===== src/include/spps_pkg.sv =====
package spps_pkg;
    // ********************************************
    // Register map
    // ********************************************
    localparam logic [7:0] SPPS_ADR_CTRL = 8'h00;
    localparam logic [7:0] SPPS_ADR_STAT = 8'h04;

    // Control fields
    localparam int SPPS_CTRL_GP_SEL = 0;
    localparam int SPPS_CTRL_GP_DIR = 1;
    localparam int SPPS_CTRL_GP_OUT = 2;
    localparam int SPPS_CTRL_W = 3;
    localparam logic [2:0] SPPS_CTRL_RST = 3'h0;

    // Status fields
    localparam int SPPS_STAT_SP2_STRAP = 0;
    localparam int SPPS_STAT_PCI_STRAP = 1;
    localparam int SPPS_STAT_EEPROM_AUTO_INIT_STRAP_STRAP = 2;
    localparam int SPPS_STAT_PORT_ON = 3;
    localparam int SPPS_STAT_PCI_MODE = 4;
    localparam int SPPS_STAT_GP_IN = 5;
    localparam int SPPS_STAT_CONFLICT = 6;
    localparam int SPPS_STAT_VALID = 7;

    // ********************************************
    // Synchroniser lanes
    // ********************************************
    localparam int SPPS_SYNC_W = 9;
    localparam int SPPS_LN_SP2 = 0;
    localparam int SPPS_LN_PCI = 1;
    localparam int SPPS_LN_EEPROM_AUTO_INIT_STRAP = 2;
    localparam int SPPS_LN_CLKS = 3;
    localparam int SPPS_LN_CLKR = 4;
    localparam int SPPS_LN_CLKX = 5;
    localparam int SPPS_LN_DR = 6;
    localparam int SPPS_LN_FSR = 7;
    localparam int SPPS_LN_FSX = 8;

    // Level fed to an unselected function's input
    localparam logic SPPS_IDLE_LVL = 1'b0;
endpackage


===== src/rtl/spps_sync.sv =====
`timescale 1ns/10ps
`default_nettype none
module spps_sync #(
    parameter int W = 1
) (
    input wire logic clk_i,
    input wire logic rst_i,
    input wire logic [W-1:0] async_i,
    output logic [W-1:0] sync_o
);
    // ********************************************
    // Two-stage synchroniser
    // ********************************************
    typedef struct packed {
        logic [W-1:0] meta;
        logic [W-1:0] stab;
    } spps_sync_s;

    spps_sync_s st_q;
    spps_sync_s st_d;

    always_comb begin
        st_d.meta = async_i;
        // First stage feeds only the second stage
        st_d.stab = st_q.meta;
    end

    always_ff @(posedge clk_i) begin
        if (rst_i) begin
            st_q <= '0;
        end else begin
            st_q <= st_d;
        end
    end

    assign sync_o = st_q.stab;
endmodule // spps_sync
`default_nettype wire


===== src/rtl/spps_pin_mux.sv =====
`timescale 1ns/10ps
`default_nettype none
// Functional notes
// RL1 - Port and PCI-EEPROM roles follow the port enable and PCI enable straps.
// RL2 - Receive clock pin tied off when PCI enable is 1 and port enable 0.
// RL3 - Both frame-sync pins tied off under that same disabled combination.
// RL4 - Clock-source pin is input by default; programmable as tristate general I/O 8.
// RL5 - Transmit clock pin is port clock, or driven EEPROM clock in PCI mode.
// RL6 - Receive data pin feeds port, or EEPROM data-in in PCI mode.
// RL7 - Transmit data pin carries port data, or EEPROM data-out in PCI mode.
// RL8 - Board keeps auto-init strap low while PCI is disabled.
// RL9 - Unselected function inputs see a fixed idle level.
module spps_pin_mux
    import spps_pkg::*;
(
    input wire logic clk_i,
    input wire logic rst_i,
    // Wishbone slave
    input wire logic wb_cyc_i,
    input wire logic wb_stb_i,
    input wire logic wb_we_i,
    input wire logic [7:0] wb_adr_i,
    input wire logic [3:0] wb_sel_i,
    input wire logic [31:0] wb_dat_i,
    output logic [31:0] wb_dat_o,
    output logic wb_ack_o,
    // Straps
    input wire logic serial_port2_enable_strap_i,
    input wire logic pci_enable_strap_i,
    input wire logic eeprom_auto_init_strap_i,
    // Pins
    input wire logic port2_ext_clock_source_in_i,
    output logic port2_ext_clock_source_out_o,
    output logic port2_ext_clock_source_oe_o,
    input wire logic port2_receive_clock_in_i,
    output logic port2_receive_clock_out_o,
    output logic port2_receive_clock_oe_o,
    input wire logic port2_transmit_clock_in_i,
    output logic port2_transmit_clock_out_o,
    output logic port2_transmit_clock_oe_o,
    input wire logic port2_receive_data_i,
    output logic port2_transmit_data_out_o,
    output logic port2_transmit_data_oe_o,
    input wire logic port2_receive_frame_sync_in_i,
    output logic port2_receive_frame_sync_out_o,
    output logic port2_receive_frame_sync_oe_o,
    input wire logic port2_transmit_frame_sync_in_i,
    output logic port2_transmit_frame_sync_out_o,
    output logic port2_transmit_frame_sync_oe_o,
    // Serial port core side
    output logic sp_clks_o,
    output logic sp_clkr_o,
    input wire logic sp_clkr_out_i,
    input wire logic sp_clkr_oe_i,
    output logic sp_clkx_o,
    input wire logic sp_clkx_out_i,
    input wire logic sp_clkx_oe_i,
    output logic sp_dr_o,
    input wire logic sp_dx_i,
    input wire logic sp_dx_oe_i,
    output logic sp_fsr_o,
    input wire logic sp_fsr_out_i,
    input wire logic sp_fsr_oe_i,
    output logic sp_fsx_o,
    input wire logic sp_fsx_out_i,
    input wire logic sp_fsx_oe_i,
    // EEPROM interface side
    input wire logic eeprom_serial_clock_i,
    input wire logic eeprom_serial_data_out_i,
    output logic eeprom_serial_data_in_o,
    // Mode
    output logic port2_enabled_o,
    output logic pci_mode_o
);
    // ********************************************
    // State
    // ********************************************
    typedef struct packed {
        logic strap_valid;
        logic [1:0] fill;
        logic sp2_en;
        logic pci_en;
        logic eeprom_auto_init_strap;
        logic [SPPS_CTRL_W-1:0] ctrl;
        logic ack;
        logic [31:0] rdat;
        logic clks_out, clks_oe;
        logic clkr_out, clkr_oe;
        logic clkx_out, clkx_oe;
        logic dx_out, dx_oe;
        logic fsr_out, fsr_oe;
        logic fsx_out, fsx_oe;
        logic c_clks, c_clkr, c_clkx, c_dr, c_fsr, c_fsx, e_din;
    } spps_state_s;

    spps_state_s st_q;
    spps_state_s st_d;
    logic [SPPS_SYNC_W-1:0] raw;
    logic [SPPS_SYNC_W-1:0] syn;
    logic port_off;
    logic gp_sel;
    logic req;

    function automatic logic [31:0] status_word(input spps_state_s s, input logic gp_in);
        logic [31:0] w;
        w = 32'h0;
        w[SPPS_STAT_SP2_STRAP] = s.sp2_en;
        w[SPPS_STAT_PCI_STRAP] = s.pci_en;
        w[SPPS_STAT_EEPROM_AUTO_INIT_STRAP_STRAP] = s.eeprom_auto_init_strap;
        w[SPPS_STAT_PORT_ON] = !(s.pci_en && !s.sp2_en);
        w[SPPS_STAT_PCI_MODE] = s.pci_en && !s.sp2_en;
        w[SPPS_STAT_GP_IN] = gp_in;
        w[SPPS_STAT_CONFLICT] = s.eeprom_auto_init_strap && !s.pci_en;
        w[SPPS_STAT_VALID] = s.strap_valid;
        return w;
    endfunction

    // ********************************************
    // Input synchronisers
    // ********************************************
    always_comb begin
        raw = '0;
        raw[SPPS_LN_SP2] = serial_port2_enable_strap_i;
        raw[SPPS_LN_PCI] = pci_enable_strap_i;
        raw[SPPS_LN_EEPROM_AUTO_INIT_STRAP] = eeprom_auto_init_strap_i;
        raw[SPPS_LN_CLKS] = port2_ext_clock_source_in_i;
        raw[SPPS_LN_CLKR] = port2_receive_clock_in_i;
        raw[SPPS_LN_CLKX] = port2_transmit_clock_in_i;
        raw[SPPS_LN_DR] = port2_receive_data_i;
        raw[SPPS_LN_FSR] = port2_receive_frame_sync_in_i;
        raw[SPPS_LN_FSX] = port2_transmit_frame_sync_in_i;
    end

    spps_sync #(.W(SPPS_SYNC_W)) u_sync (
        .clk_i(clk_i),
        .rst_i(rst_i),
        .async_i(raw),
        .sync_o(syn)
    );

    // ********************************************
    // Next state
    // ********************************************
    // Disabled port means the pins belong to the EEPROM interface
    assign port_off = st_q.strap_valid && st_q.pci_en && !st_q.sp2_en; // [RL1]
    assign gp_sel = st_q.ctrl[SPPS_CTRL_GP_SEL];
    assign req = wb_cyc_i && wb_stb_i;

    always_comb begin
        st_d = st_q;
        // Synchroniser is cleared by reset; wait until both stages hold pin levels
        st_d.fill = {st_q.fill[0], 1'b1};
        if (!st_q.strap_valid && st_q.fill[1]) begin
            st_d.strap_valid = 1'b1;
            st_d.sp2_en = syn[SPPS_LN_SP2]; // [RL1]
            st_d.pci_en = syn[SPPS_LN_PCI]; // [RL1]
            st_d.eeprom_auto_init_strap = syn[SPPS_LN_EEPROM_AUTO_INIT_STRAP];
        end
        // Bus: ack one cycle after request, write on the acked edge
        st_d.ack = req && !st_q.ack;
        if (req && !st_q.ack) begin
            if (wb_adr_i == SPPS_ADR_CTRL) begin
                st_d.rdat = {29'h0, st_q.ctrl};
            end else if (wb_adr_i == SPPS_ADR_STAT) begin
                st_d.rdat = status_word(st_q, syn[SPPS_LN_CLKS]);
            end else begin
                st_d.rdat = 32'h0;
            end
        end
        if (req && st_q.ack && wb_we_i && wb_sel_i[0] && wb_adr_i == SPPS_ADR_CTRL) begin
            st_d.ctrl = wb_dat_i[SPPS_CTRL_W-1:0];
        end

        // Clock source pin: input only unless general I/O 8 chosen
        st_d.clks_oe = gp_sel && st_q.ctrl[SPPS_CTRL_GP_DIR]; // [RL4]
        st_d.clks_out = gp_sel && st_q.ctrl[SPPS_CTRL_GP_OUT]; // [RL4]
        st_d.c_clks = gp_sel ? SPPS_IDLE_LVL : syn[SPPS_LN_CLKS]; // [RL4] [RL9]

        // Tie-offs: pin released, core input held idle
        st_d.clkr_oe = !port_off && sp_clkr_oe_i; // [RL2]
        st_d.clkr_out = !port_off && sp_clkr_out_i; // [RL2]
        st_d.c_clkr = port_off ? SPPS_IDLE_LVL : syn[SPPS_LN_CLKR]; // [RL2] [RL9]
        st_d.fsr_oe = !port_off && sp_fsr_oe_i; // [RL3]
        st_d.fsr_out = !port_off && sp_fsr_out_i; // [RL3]
        st_d.c_fsr = port_off ? SPPS_IDLE_LVL : syn[SPPS_LN_FSR]; // [RL3] [RL9]
        st_d.fsx_oe = !port_off && sp_fsx_oe_i; // [RL3]
        st_d.fsx_out = !port_off && sp_fsx_out_i; // [RL3]
        st_d.c_fsx = port_off ? SPPS_IDLE_LVL : syn[SPPS_LN_FSX]; // [RL3] [RL9]

        if (port_off) begin
            // EEPROM clock always driven; PROM owns data-in line
            st_d.clkx_oe = 1'b1; // [RL5]
            st_d.clkx_out = eeprom_serial_clock_i; // [RL5]
            st_d.c_clkx = SPPS_IDLE_LVL; // [RL9]
            st_d.dx_oe = 1'b1; // [RL7]
            st_d.dx_out = eeprom_serial_data_out_i; // [RL7]
            st_d.c_dr = SPPS_IDLE_LVL; // [RL9]
            st_d.e_din = syn[SPPS_LN_DR]; // [RL6]
        end else begin
            st_d.clkx_oe = sp_clkx_oe_i; // [RL5]
            st_d.clkx_out = sp_clkx_out_i; // [RL5]
            st_d.c_clkx = syn[SPPS_LN_CLKX]; // [RL5]
            st_d.dx_oe = sp_dx_oe_i; // [RL7]
            st_d.dx_out = sp_dx_i; // [RL7]
            st_d.c_dr = syn[SPPS_LN_DR]; // [RL6]
            st_d.e_din = SPPS_IDLE_LVL; // [RL9]
        end
    end

    always_ff @(posedge clk_i) begin
        if (rst_i) begin
            st_q <= '0;
            st_q.ctrl <= SPPS_CTRL_RST;
        end else begin
            st_q <= st_d;
        end
    end

    // ********************************************
    // Outputs
    // ********************************************
    assign wb_ack_o = st_q.ack;
    assign wb_dat_o = st_q.rdat;
    assign port2_ext_clock_source_out_o = st_q.clks_out;
    assign port2_ext_clock_source_oe_o = st_q.clks_oe;
    assign port2_receive_clock_out_o = st_q.clkr_out;
    assign port2_receive_clock_oe_o = st_q.clkr_oe;
    assign port2_transmit_clock_out_o = st_q.clkx_out;
    assign port2_transmit_clock_oe_o = st_q.clkx_oe;
    assign port2_transmit_data_out_o = st_q.dx_out;
    assign port2_transmit_data_oe_o = st_q.dx_oe;
    assign port2_receive_frame_sync_out_o = st_q.fsr_out;
    assign port2_receive_frame_sync_oe_o = st_q.fsr_oe;
    assign port2_transmit_frame_sync_out_o = st_q.fsx_out;
    assign port2_transmit_frame_sync_oe_o = st_q.fsx_oe;
    assign sp_clks_o = st_q.c_clks;
    assign sp_clkr_o = st_q.c_clkr;
    assign sp_clkx_o = st_q.c_clkx;
    assign sp_dr_o = st_q.c_dr;
    assign sp_fsr_o = st_q.c_fsr;
    assign sp_fsx_o = st_q.c_fsx;
    assign eeprom_serial_data_in_o = st_q.e_din;
    assign port2_enabled_o = st_q.strap_valid && !port_off;
    assign pci_mode_o = port_off;
endmodule // spps_pin_mux
`default_nettype wire


===== config.mk =====
export PLATFORM = sky130hd
export DESIGN_NAME = spps_pin_mux
export DESIGN_NICKNAME = d
export VERILOG_FILES = /design/src/include/spps_pkg.sv /design/src/rtl/spps_sync.sv /design/src/rtl/spps_pin_mux.sv
export SDC_FILE = /design/constraint.sdc
export NUM_CORES = 1
export LEC_CHECK = 0
export ABC_AREA = 1
export BUFFER_PORTS_ARGS = -buffer_cell sky130_fd_sc_hd__buf_2
export CORE_UTILIZATION = 30
export DETAILED_ROUTE_END_ITERATION = 12
export PLACE_DENSITY = 0.62
export SYNTH_ARGS = -nofsm -noshare
export SYNTH_HDL_FRONTEND = slang
export SYNTH_SLANG_ARGS = --single-unit

===== constraint.sdc =====
create_clock -name clk_i -period 2.7 [get_ports clk_i]
set_clock_uncertainty 0.15 [all_clocks]
set_input_delay 0.135 -clock clk_i [delete_from_list [all_inputs] [get_ports clk_i]]
set_output_delay 0.135 -clock clk_i [all_outputs]
set_load 0.1 [all_outputs]

Word-level counts from Yosys, hierarchy flattened. Cells that the tools add are included.

Eq/ne operators: 1. Mux-type cells: 13. Bitwise logic cells: 1. Reduce and logical (&&, ||, !) cells: 30.

Operators by type and width (number): $mux W59 (1); $mux W32 (1); $logic_and A1 B1 Y1 (20); $mux W8 (2); $eq A8 B3 Y1 const B (1); $logic_not A8 Y1 (1); $logic_not A1 Y1 (6); $mux W3 (2); $reduce_or A2 Y1 (3); $mux W1 (5); $mux W4 (1); $mux W2 (1); $not A1 Y1 (1).

Register bits after elaboration: 79. Input port bits: 70. Output and inout bits: 54. Logic and storage cells: 75.

Longest topological paths before layout. Gate-level depths: netlist of run 1.

Depth in word-level cells: 7. Mapped depth: 8. Mapped depth without buffers: 7.

By module. Synthesis of run 1 repeated with hierarchy kept, for this count alone.

Cells, all modules: 263. Area total of the unflattened synthesis: 2217.1 um2.

Modules (own cells, without submodules): spps_pin_mux (instances 1, cells each 207, area each 1695.4 um2, seq. area each 740.7 um2); spps_sync (instances 1, cells each 56, area each 521.8 um2, seq. area each 360.3 um2).

Least setup slack after synthesis of run 1. OpenSTA, ideal clock, no wires.

Kind: reg-to-output. Start point: register st_q[57] in the netlist's numbering. End point: output port2_enabled_o. Data arrival time: 1683 ps. Required time: 2415 ps. Path slack: 732 ps. Stages on the path, launching flop included: 3. Path buffers: 0. Cells stage by stage: dfxtp_1 nor2_4 nor2_1.

Cells in the longest elaborated chain, start to end: 4.

Ends and longest elaborated chain: start, declared (RTL line spps_pin_mux.sv:96) `spps_state_s st_q;`; start signal, assigned (RTL line spps_pin_mux.sv:215) `st_q <= st_d;`; $logic_not A1 Y1 (RTL line spps_pin_mux.sv:145) `assign port_off = st_q.strap_valid && st_q.pci_en && !st_q.sp2_en;`; $logic_and A1 B1 Y1 (RTL line spps_pin_mux.sv:145); $logic_not A1 Y1 (RTL line spps_pin_mux.sv:243) `assign port2_enabled_o = st_q.strap_valid && !port_off;`; $logic_and A1 B1 Y1 (RTL line spps_pin_mux.sv:243); end, declared (RTL line spps_pin_mux.sv:72) `output logic port2_enabled_o,`.

No other way between the ends.

Worst setup path after layout of run 1.
Start point: register st_q[56] in the netlist's numbering. End point: output pci_mode_o.

Cells in the longest elaborated chain, start to end: 2.

Ends and longest elaborated chain: $logic_and A1 B1 Y1 (2 in a row) (RTL line spps_pin_mux.sv:145); end, declared (RTL line spps_pin_mux.sv:73) `output logic pci_mode_o`.

No other way between the ends.

==> metrics.txt, run 1 <==
# TYPE chip_impl_metric gauge
chip_impl_info{name="run_status",value="complete, no violations"} 1
chip_impl_info{name="hold_class",value="primary input to register"} 1
chip_impl_metric{name="die_height",unit="um"} 85.3
chip_impl_metric{name="post_cts.repair.setup_buffers",unit=""} 0
chip_impl_metric{name="n_fill_cell",unit=""} 675
chip_impl_info{name="synthTopCellsByArea",value="sky130_fd_sc_hd__dfxtp_1, sky130_fd_sc_hd__buf_4, sky130_fd_sc_hd__nor2_1"} 1
chip_impl_metric{name="antenna_found_initial",unit=""} 0
chip_impl_metric{name="cts.clk_slew.worst_paths",unit="ns"} 0.09
chip_impl_metric{name="floorplan.die_area",unit="um^2"} 7270
chip_impl_metric{name="grt_max_degree",unit=""} 21
chip_impl_metric{name="timing_max_transition_violations_final",unit=""} 0
chip_impl_metric{name="synth_adder_area_share",unit="%"} 0
chip_impl_info{name="clk_root_buffer_cell",value="sky130_fd_sc_hd__clkbuf_8"} 1
chip_impl_metric{name="cts-hold-fix-buffers",unit=""} 26
chip_impl_metric{name="synth_edf_count",unit=""} 0
chip_impl_metric{name="timing.setup.tns",unit="ns"} 0
chip_impl_metric{name="grt_overflow_total",unit=""} 0
chip_impl_metric{name="numCtsBuffers",unit=""} 5
chip_impl_metric{name="syn_area",unit="um^2"} 2080
chip_impl_metric{name="synth.lib_cells_used.distinct",unit=""} 18
chip_impl_metric{name="place_ws",unit="ns"} 1.20
chip_impl_metric{name="min_delay_path_depth",unit=""} 2
chip_impl_metric{name="cts-root-to-sink-buffers",unit=""} 2
chip_impl_metric{name="p_leak",unit="nW"} 1.39
chip_impl_metric{name="crit_fanout",unit=""} 5
chip_impl_metric{name="worstRegToRegCells",unit=""} 8
chip_impl_info{name="synth-main-ff-cell",value="sky130_fd_sc_hd__dfxtp_1"} 1
chip_impl_info{name="worst-setup-path-type",value="register to output port"} 1
chip_impl_metric{name="vias_per_cell",unit=""} 3.92
chip_impl_metric{name="yosysTopAreaCellShare",unit="%"} 52.9
chip_impl_metric{name="max_freq",unit="GHz"} 0.550
chip_impl_info{name="worst_setup_path_start_kind",value="register"} 1
chip_impl_metric{name="htree_num_levels",unit=""} 2
chip_impl_metric{name="initial_core_utilization",unit="%"} 31.8
chip_impl_metric{name="timing.critical_path.arrival",unit="ns"} 1.53
chip_impl_metric{name="drv_cap",unit=""} 0
chip_impl_metric{name="synthMuxAreaShare",unit="%"} 0
chip_impl_metric{name="synthXorXnorAreaFrac",unit="%"} 0
chip_impl_metric{name="postCtsResizedCells",unit=""} 0
chip_impl_metric{name="postSynthCellCount",unit=""} 261
chip_impl_metric{name="layout_worst_path_cycle_share",unit="%"} 67.3
chip_impl_metric{name="finalHoldViolations",unit=""} 0
chip_impl_info{name="grt_setup_unrepaired",value="false"} 1
chip_impl_metric{name="wire_per_inst",unit="um"} 9.16
chip_impl_metric{name="drc",unit=""} 0
chip_impl_metric{name="power.ir.vdd_worst",unit="mV"} 0.242
chip_impl_metric{name="synth-simple-area-share",unit="%"} 22.0
chip_impl_metric{name="required",unit="ns"} 2.41
chip_impl_metric{name="io-pin-count",unit=""} 124
chip_impl_metric{name="clock_insertion_delay_worst_skew",unit="ns"} 0.30
chip_impl_metric{name="grt_pass1_wl",unit="mm"} 6.58
chip_impl_metric{name="final_core_util",unit="%"} 41.3
chip_impl_metric{name="num_antenna_cells",unit=""} 0
chip_impl_metric{name="postSynthRegisterBits",unit=""} 55
chip_impl_info{name="cts_tree",value="built"} 1
chip_impl_metric{name="row_count",unit=""} 29
chip_impl_info{name="cp_endpoint_kind",value="output port"} 1
chip_impl_metric{name="dp_hpwl",unit="mm"} 2.83
chip_impl_metric{name="wirelength",unit="mm"} 3.88
chip_impl_metric{name="synth-compound-area-share",unit="%"} 3.85
chip_impl_metric{name="drt_pre_antenna_iters",unit=""} 4
chip_impl_info{name="synth_top_family_by_area",value="simple AND/OR/NAND/NOR gates"} 1
chip_impl_metric{name="drt_first_iter_violations",unit=""} 29
chip_impl_metric{name="drt.antenna.violating_nets",unit=""} 0
chip_impl_metric{name="floorplan_core_area",unit="um^2"} 6530
chip_impl_metric{name="number_of_vias_after_detailed_routing",unit=""} 1660
chip_impl_metric{name="yosys_warnings",unit=""} 0
chip_impl_metric{name="post_route_setup_slack",unit="ns"} 0.882
chip_impl_metric{name="tritoncts_num_sinks",unit=""} 55
chip_impl_metric{name="sequential_cell_area_fraction_in_the_yosys_report",unit="%"} 52.9
chip_impl_metric{name="die_w",unit="um"} 85.3
chip_impl_metric{name="finalCriticalPeriod",unit="ns"} 1.82
chip_impl_metric{name="drive_gt1_share",unit="%"} 24.2
chip_impl_metric{name="area_delta_synth_final",unit="%"} 29.6
chip_impl_metric{name="portBuffers",unit=""} 67
chip_impl_metric{name="synth-async-reset-ratio",unit="%"} 0
chip_impl_metric{name="grt_pass1_vias",unit=""} 1589
chip_impl_info{name="yosysTopAreaCell",value="sky130_fd_sc_hd__dfxtp_1"} 1
chip_impl_metric{name="finalWeightedCongestion",unit=""} 0.778
chip_impl_metric{name="finalSetupViolations",unit=""} 0
chip_impl_metric{name="post_synth.cell_area_avg",unit="um^2"} 7.97
chip_impl_metric{name="pwr_density_cell",unit="nW/um^2"} 659
chip_impl_metric{name="finalNetCount",unit=""} 417
chip_impl_metric{name="grtUsageTotal",unit="%"} 11.7
[where the power goes]
group          internal, mW  leakage [nW]  switching [mW]  total [mW]
logic                0.0770         0.887           0.331       0.408
registers             0.844         0.452          0.0116       0.855
clock network         0.272        0.0513           0.239       0.511
total                  1.19          1.39           0.582        1.77
[synth_stat cells (2+ instances only)]
cell type / count
sky130_fd_sc_hd__nand2_1: 34
sky130_fd_sc_hd__nor2_4: 2
sky130_fd_sc_hd__buf_1: 2
sky130_fd_sc_hd__nor2_1: 53
sky130_fd_sc_hd__buf_4: 32
sky130_fd_sc_hd__a21oi_1: 12
sky130_fd_sc_hd__o21ai_0: 4
sky130_fd_sc_hd__inv_2: 5
sky130_fd_sc_hd__buf_2: 2
sky130_fd_sc_hd__dfxtp_1: 55
sky130_fd_sc_hd__nand3_1: 15
sky130_fd_sc_hd__inv_1: 39
[logic make-up after synthesis]
group	Yosys count
simple gates	107
buf+inv	82
other cells	1
compound gates	16
flops	55
[layer usage]
metal / wire length, um / part of all wire [%] / vias up / GRT usage (%)
li1: - / - / 883 / -
met2: 1990 / 51 / 57 / 21.9
met1: 1620 / 42 / 718 / 11.8
met5: 0 / 0 / - / 0
met4: 20 / 0.52 / 0 / 4.09
met3: 245 / 6.3 / 2 / 4.28
[path summary, 6_finish.rpt]
path	end	start	slack [ns]
max	pci_mode_o	st_q[56]	0.88
min	u_sync.sync_o[5]	rst_i	0.04
max reg2reg	port2_transmit_data_out_o	st_q[56]	0.91
min reg2reg	u_sync.sync_o[5]	u_sync.st_d[5]	0.25
[cell usage in the layout (no fill, tap or decap)]
cell type | Yosys | routed
sky130_fd_sc_hd__inv_2 | 5 | 5
sky130_fd_sc_hd__inv_1 | 39 | 39
sky130_fd_sc_hd__nand3_1 | 15 | 15
sky130_fd_sc_hd__nor2_1 | 53 | 53
sky130_fd_sc_hd__conb_1 | 1 | 24
sky130_fd_sc_hd__buf_4 | 32 | 1
sky130_fd_sc_hd__buf_2 | 2 | 67
sky130_fd_sc_hd__clkbuf_1 | 1 | 1
sky130_fd_sc_hd__nand3b_4 | 1 | 1
sky130_fd_sc_hd__dfxtp_1 | 55 | 55
sky130_fd_sc_hd__nand2_2 | 1 | 1
sky130_fd_sc_hd__bufinv_16 | 0 | 1
sky130_fd_sc_hd__nand2_1 | 34 | 34
sky130_fd_sc_hd__dlygate4sd3_1 | 0 | 26
sky130_fd_sc_hd__o21ai_0 | 4 | 4
sky130_fd_sc_hd__a21oi_1 | 12 | 12
sky130_fd_sc_hd__clkbuf_8 | 0 | 5
sky130_fd_sc_hd__nor2_4 | 2 | 2
sky130_fd_sc_hd__nor2_2 | 1 | 1
[registers in the layout, summed over array words and instances (netlist names), 7 cells and up]
signal,count
wb_dat_o,8
st_q,7
u_sync.sync_o,9
u_sync.st_d,9
[stage by stage]
stage                     power (mW)  hold slack [ns]  cell area (um^2)  cells
after floorplan                 1.23           0.0920              2170    284
after global placement          1.25            0.186              2330    391
after detailed placement        1.26            0.185              2330    391
after CTS                       1.81           0.0457              2700    424
after global routing            1.86           0.0487              2700    424
final                           1.77           0.0424              2700    424
[critical path, cell delays in order, from the launching register on]
cell	delay [ns]
sky130_fd_sc_hd__dfxtp_1	0.38
sky130_fd_sc_hd__inv_2	0.07
sky130_fd_sc_hd__nor2_4	0.11
sky130_fd_sc_hd__inv_2	0.06
sky130_fd_sc_hd__nor2_4	0.16
sky130_fd_sc_hd__buf_2	0.46
[cell type report]
type	instances	area (um^2)	share of cell area, %
clock buffers	6	72.6	2.69
clock inverters	1	30.0	1.11
inverters	44	165	6.13
multi-input cells	147	627	23.3
flip-flops and latches	55	1100	40.9
well taps	77	96.3	3.57
repair buffers	94	603	22.4
Note: power is estimated with default switching activity, not from simulation.
==> run 2, diff against run 1 <==
--- a/config.mk
+++ b/config.mk
@@ -5,11 +5,11 @@
 export SDC_FILE = /design/constraint.sdc
 export NUM_CORES = 1
 export LEC_CHECK = 0
-export ABC_AREA = 1
+export ABC_AREA = 0
 export BUFFER_PORTS_ARGS = -buffer_cell sky130_fd_sc_hd__buf_2
 export CORE_UTILIZATION = 30
 export DETAILED_ROUTE_END_ITERATION = 12
-export PLACE_DENSITY = 0.62
+export PLACE_DENSITY = 0.63
 export SYNTH_ARGS = -nofsm -noshare
 export SYNTH_HDL_FRONTEND = slang
 export SYNTH_SLANG_ARGS = --single-unit
==> constraint.sdc (replaced) <==
create_clock -name clk_i -period 1.7 [get_ports clk_i]
set_clock_uncertainty 0.15 [all_clocks]
set_input_delay 0.085 -clock clk_i [delete_from_list [all_inputs] [get_ports clk_i]]
set_output_delay 0.085 -clock clk_i [all_outputs]
set_load 0.1 [all_outputs]
==> metrics.txt, run 2 <==
# TYPE chip_impl_metric gauge
chip_impl_metric{name="p_leak",unit="nW"} 1.28
chip_impl_metric{name="drive_gt1_share",unit="%"} 31.8
chip_impl_metric{name="grt_pass1_vias",unit=""} 1329
chip_impl_info{name="run_status",value="complete, no violations"} 1
chip_impl_metric{name="finalHoldViolations",unit=""} 0
chip_impl_metric{name="power.ir.vdd_worst",unit="mV"} 0.505
chip_impl_info{name="worstReg2RegStart",value="wb_ack_o"} 1
chip_impl_metric{name="post_synth.cell_area_avg",unit="um^2"} 10.3
chip_impl_metric{name="timing_max_transition_violations_final",unit=""} 0
chip_impl_info{name="grt_setup_unrepaired",value="false"} 1
chip_impl_metric{name="wire_per_inst",unit="um"} 10.8
chip_impl_metric{name="detailed_place.area",unit="um^2"} 2270
chip_impl_info{name="setup.worst_path.start",value="st_q[56]"} 1
chip_impl_info{name="netlist_top_cells_count",value="sky130_fd_sc_hd__dfxtp_1, sky130_fd_sc_hd__buf_4, sky130_fd_sc_hd__nor2b_1"} 1
chip_impl_metric{name="numCtsBuffers",unit=""} 5
chip_impl_info{name="leading_cell_type_in_the_layout_fill_and_taps_excluded",value="sky130_fd_sc_hd__buf_2"} 1
chip_impl_info{name="worst_setup_path_endpoint",value="pci_mode_o"} 1
chip_impl_metric{name="yosys_warnings",unit=""} 0
chip_impl_info{name="clk_root_buffer_cell",value="sky130_fd_sc_hd__clkbuf_8"} 1
chip_impl_metric{name="synth-async-reset-ratio",unit="%"} 0
chip_impl_metric{name="drt_pre_antenna_iters",unit=""} 4
chip_impl_metric{name="tritoncts_num_sinks",unit=""} 55
chip_impl_metric{name="num_antenna_cells",unit=""} 0
chip_impl_metric{name="post_route_setup_slack",unit="ns"} 0.121
chip_impl_metric{name="drv_cap",unit=""} 0
chip_impl_metric{name="finalNetCount",unit=""} 349
chip_impl_metric{name="grt_overflow_total",unit=""} 0
chip_impl_metric{name="number_of_vias_after_detailed_routing",unit=""} 1457
chip_impl_metric{name="final_cells",unit=""} 357
chip_impl_info{name="cpMaxStageDelayCell",value="sky130_fd_sc_hd__dfxtp_1"} 1
chip_impl_metric{name="finalCriticalPeriod",unit="ns"} 1.58
chip_impl_metric{name="placed_cells",unit=""} 323
chip_impl_info{name="path_cells",value="nor2b_1 -> nand2_1 -> clkinvlp_4 -> buf_12"} 1
chip_impl_info{name="critical-path-top-delay-family",value="flip-flops"} 1
chip_impl_metric{name="drt.antenna.violating_nets",unit=""} 0
chip_impl_metric{name="n_fill_cell",unit=""} 640
chip_impl_metric{name="required",unit="ns"} 1.46
chip_impl_metric{name="drt_first_iter_violations",unit=""} 45
chip_impl_metric{name="antenna_found_initial",unit=""} 0
chip_impl_metric{name="place_ws",unit="ns"} -0.192
chip_impl_metric{name="cts.clk_slew.worst_paths",unit="ns"} 0.10
chip_impl_metric{name="critical_path.max_stage_delay",unit="ns"} 0.38
chip_impl_metric{name="drc",unit=""} 0
chip_impl_metric{name="post_cts.repair.setup_buffers",unit=""} 0
chip_impl_metric{name="postSynthCellCount",unit=""} 190
chip_impl_metric{name="timing.critical_path.arrival",unit="ns"} 1.34
chip_impl_info{name="synth-main-ff-cell",value="sky130_fd_sc_hd__dfxtp_1"} 1
chip_impl_metric{name="synth_edf_count",unit=""} 0
chip_impl_info{name="hold_class",value="primary input to register"} 1
chip_impl_info{name="synthTopCellsByArea",value="sky130_fd_sc_hd__dfxtp_1, sky130_fd_sc_hd__buf_4, sky130_fd_sc_hd__nor2b_1"} 1
chip_impl_metric{name="pwr_density_cell",unit="nW/um^2"} 998
chip_impl_metric{name="htree_num_levels",unit=""} 2
chip_impl_metric{name="total_power_of_the_final_layout",unit="mW"} 2.62
chip_impl_metric{name="grt_max_degree",unit=""} 41
chip_impl_metric{name="dp_hpwl",unit="mm"} 2.55
chip_impl_metric{name="io-pin-count",unit=""} 124
chip_impl_metric{name="portBuffers",unit=""} 67
chip_impl_metric{name="grtUsageTotal",unit="%"} 12.1
chip_impl_metric{name="syn_area",unit="um^2"} 1950
chip_impl_metric{name="setup.reg_to_reg.worst_slack",unit="ns"} 0.23
chip_impl_metric{name="floorplan.die_area",unit="um^2"} 6820
chip_impl_metric{name="cts-root-to-sink-buffers",unit=""} 2
chip_impl_metric{name="row_count",unit=""} 29
chip_impl_metric{name="finalWeightedCongestion",unit=""} 0.721
chip_impl_metric{name="yosysTopAreaCellShare",unit="%"} 56.5
chip_impl_info{name="timing.rr.end",value="st_q[53]"} 1
chip_impl_metric{name="vias_per_cell",unit=""} 4.08
chip_impl_metric{name="cp_num_cells",unit=""} 4
chip_impl_info{name="worst-setup-path-type",value="register to output port"} 1
chip_impl_metric{name="post-route-cell-area",unit="um^2"} 2620
chip_impl_metric{name="wirelength",unit="mm"} 3.87
chip_impl_metric{name="finalSetupViolations",unit=""} 0
chip_impl_metric{name="die_height",unit="um"} 82.6
chip_impl_metric{name="area_delta_synth_final",unit="%"} 34.5
chip_impl_metric{name="floorplan_core_area",unit="um^2"} 6310
chip_impl_info{name="mostFrequentLayoutCells",value="sky130_fd_sc_hd__buf_2, sky130_fd_sc_hd__dfxtp_1, sky130_fd_sc_hd__dlygate4sd3_1"} 1
chip_impl_metric{name="initial_core_utilization",unit="%"} 30.9
chip_impl_info{name="most_common_cell_in_the_synthesized_netlist",value="sky130_fd_sc_hd__dfxtp_1"} 1
chip_impl_info{name="cp_endpoint_kind",value="output port"} 1
chip_impl_metric{name="synth.lib_cells_used.distinct",unit=""} 23
chip_impl_metric{name="crit_buf_inv",unit=""} 2
chip_impl_metric{name="grt_pass1_wl",unit="mm"} 5.89
chip_impl_metric{name="worstRegToRegCells",unit=""} 4
chip_impl_metric{name="crit_fanout",unit=""} 6
chip_impl_info{name="worst_setup_path_start_kind",value="register"} 1
chip_impl_info{name="yosysTopAreaCell",value="sky130_fd_sc_hd__dfxtp_1"} 1
chip_impl_metric{name="die_w",unit="um"} 82.6
chip_impl_metric{name="layout_worst_path_cycle_share",unit="%"} 92.9
chip_impl_metric{name="postSynthRegisterBits",unit=""} 55
chip_impl_info{name="cts_tree",value="built"} 1
chip_impl_metric{name="clock_insertion_delay_worst_skew",unit="ns"} 0.31
chip_impl_metric{name="max_freq",unit="GHz"} 0.633
chip_impl_metric{name="sequential_cell_area_fraction_in_the_yosys_report",unit="%"} 56.5
==> run 2: changes by cell type after synthesis, moves of 5 or more <==
| cell | before | now |
|---|---|---|
| sky130_fd_sc_hd__inv_1 | 39 | 2 |
| sky130_fd_sc_hd__inv_2 | 5 | 0 |
| sky130_fd_sc_hd__a21oi_1 | 12 | 5 |
| sky130_fd_sc_hd__clkbuf_1 | 1 | 7 |
| sky130_fd_sc_hd__nor2_1 | 53 | 18 |
| sky130_fd_sc_hd__nand2_1 | 34 | 9 |
| sky130_fd_sc_hd__and3_1 | 0 | 14 |
| sky130_fd_sc_hd__nand3_1 | 15 | 1 |
| sky130_fd_sc_hd__nor2b_1 | 0 | 22 |
| sky130_fd_sc_hd__mux2i_1 | 0 | 6 |
==> run 2: layout make-up <==
class / count / area (um^2) / share of cell area, %
timing repair buffer: 99 / 658 / 25.1
clock inverter: 3 / 23.8 / 0.907
inverter: 2 / 11.3 / 0.430
multi-input combinational: 116 / 658 / 25.1
clock buffer: 5 / 68.8 / 2.63
sequential: 55 / 1100 / 42.1
tap: 77 / 96.3 / 3.68
==> run 2: how the worst min path moves through the flow <==
stage                              startpoint                        end  slack, ns  cells past startpoint
6_report                          wb_adr_i[2]                wb_dat_o[5]       0.01                      3
5_1_grt                           wb_adr_i[2]                wb_dat_o[5]       0.03                      3
3_5_place_dp   port2_transmit_frame_sync_in_i             u_sync.st_d[8]       0.15                      2
4_1_cts                           wb_adr_i[2]                wb_dat_o[7]       0.01                      3
2_1_floorplan                    sp_clkx_oe_i  port2_transmit_clock_oe_o       0.06                      2
3_3_place_gp                       sp_dx_oe_i   port2_transmit_data_oe_o       0.15                      3
==> run 2: cell families (layout without fill, tap and decap cells) <==
group / count (synthesis) / count (layout) / share of synthesized area (%)
buf+inv: 42 / 109 / 14.3
flops: 55 / 55 / 56.5
other cells: 1 / 24 / 0.192
mux: 9 / 9 / 4.81
simple gates: 73 / 73 / 20.9
compound gates: 10 / 10 / 3.34
==> run 2: worst register-to-register path, delay by kind of cell, from the launching register on <==
family           cells  cell delay (ns)
multiplexers         1             0.21
flip-flops           1             0.36
AND/OR/NAND/NOR      3             0.63
==> run 2: power by group <==
part           internal, mW  switching, mW
clock                 0.296          0.422
combinational         0.116          0.442
sequential             1.33         0.0118
total                  1.74          0.876
==> run 2: metrics by stage <==
stage | setup TNS (ns) | hold WS (ns) | util (%)
6_report | 0 | 0.0105 | 41.5
3_3_place_gp | -0.331 | 0.148 | 35.9
3_5_place_dp | -0.500 | 0.150 | 35.9
2_1_floorplan | -0.000328 | 0.0557 | -
4_1_cts | 0 | 0.0130 | 41.5
5_1_grt | 0 | 0.0295 | 41.5
==> run 2: per-layer routing <==
layer	vias up	share of wire, %	GRT usage (%)
met1	649	44	12.7
met4	0	2.2	4.48
met5	-	0	0
met3	9	5.7	5.05
li1	745	-	-
met2	54	48	21.5
==> run 2: what timing repair did <==
action / CTS / global route
resized for setup: 1 / 0
hold buffers: 26 / 0
hold endpoints to repair: 26 / 0
endpoints found under the setup margin: 1 / 0
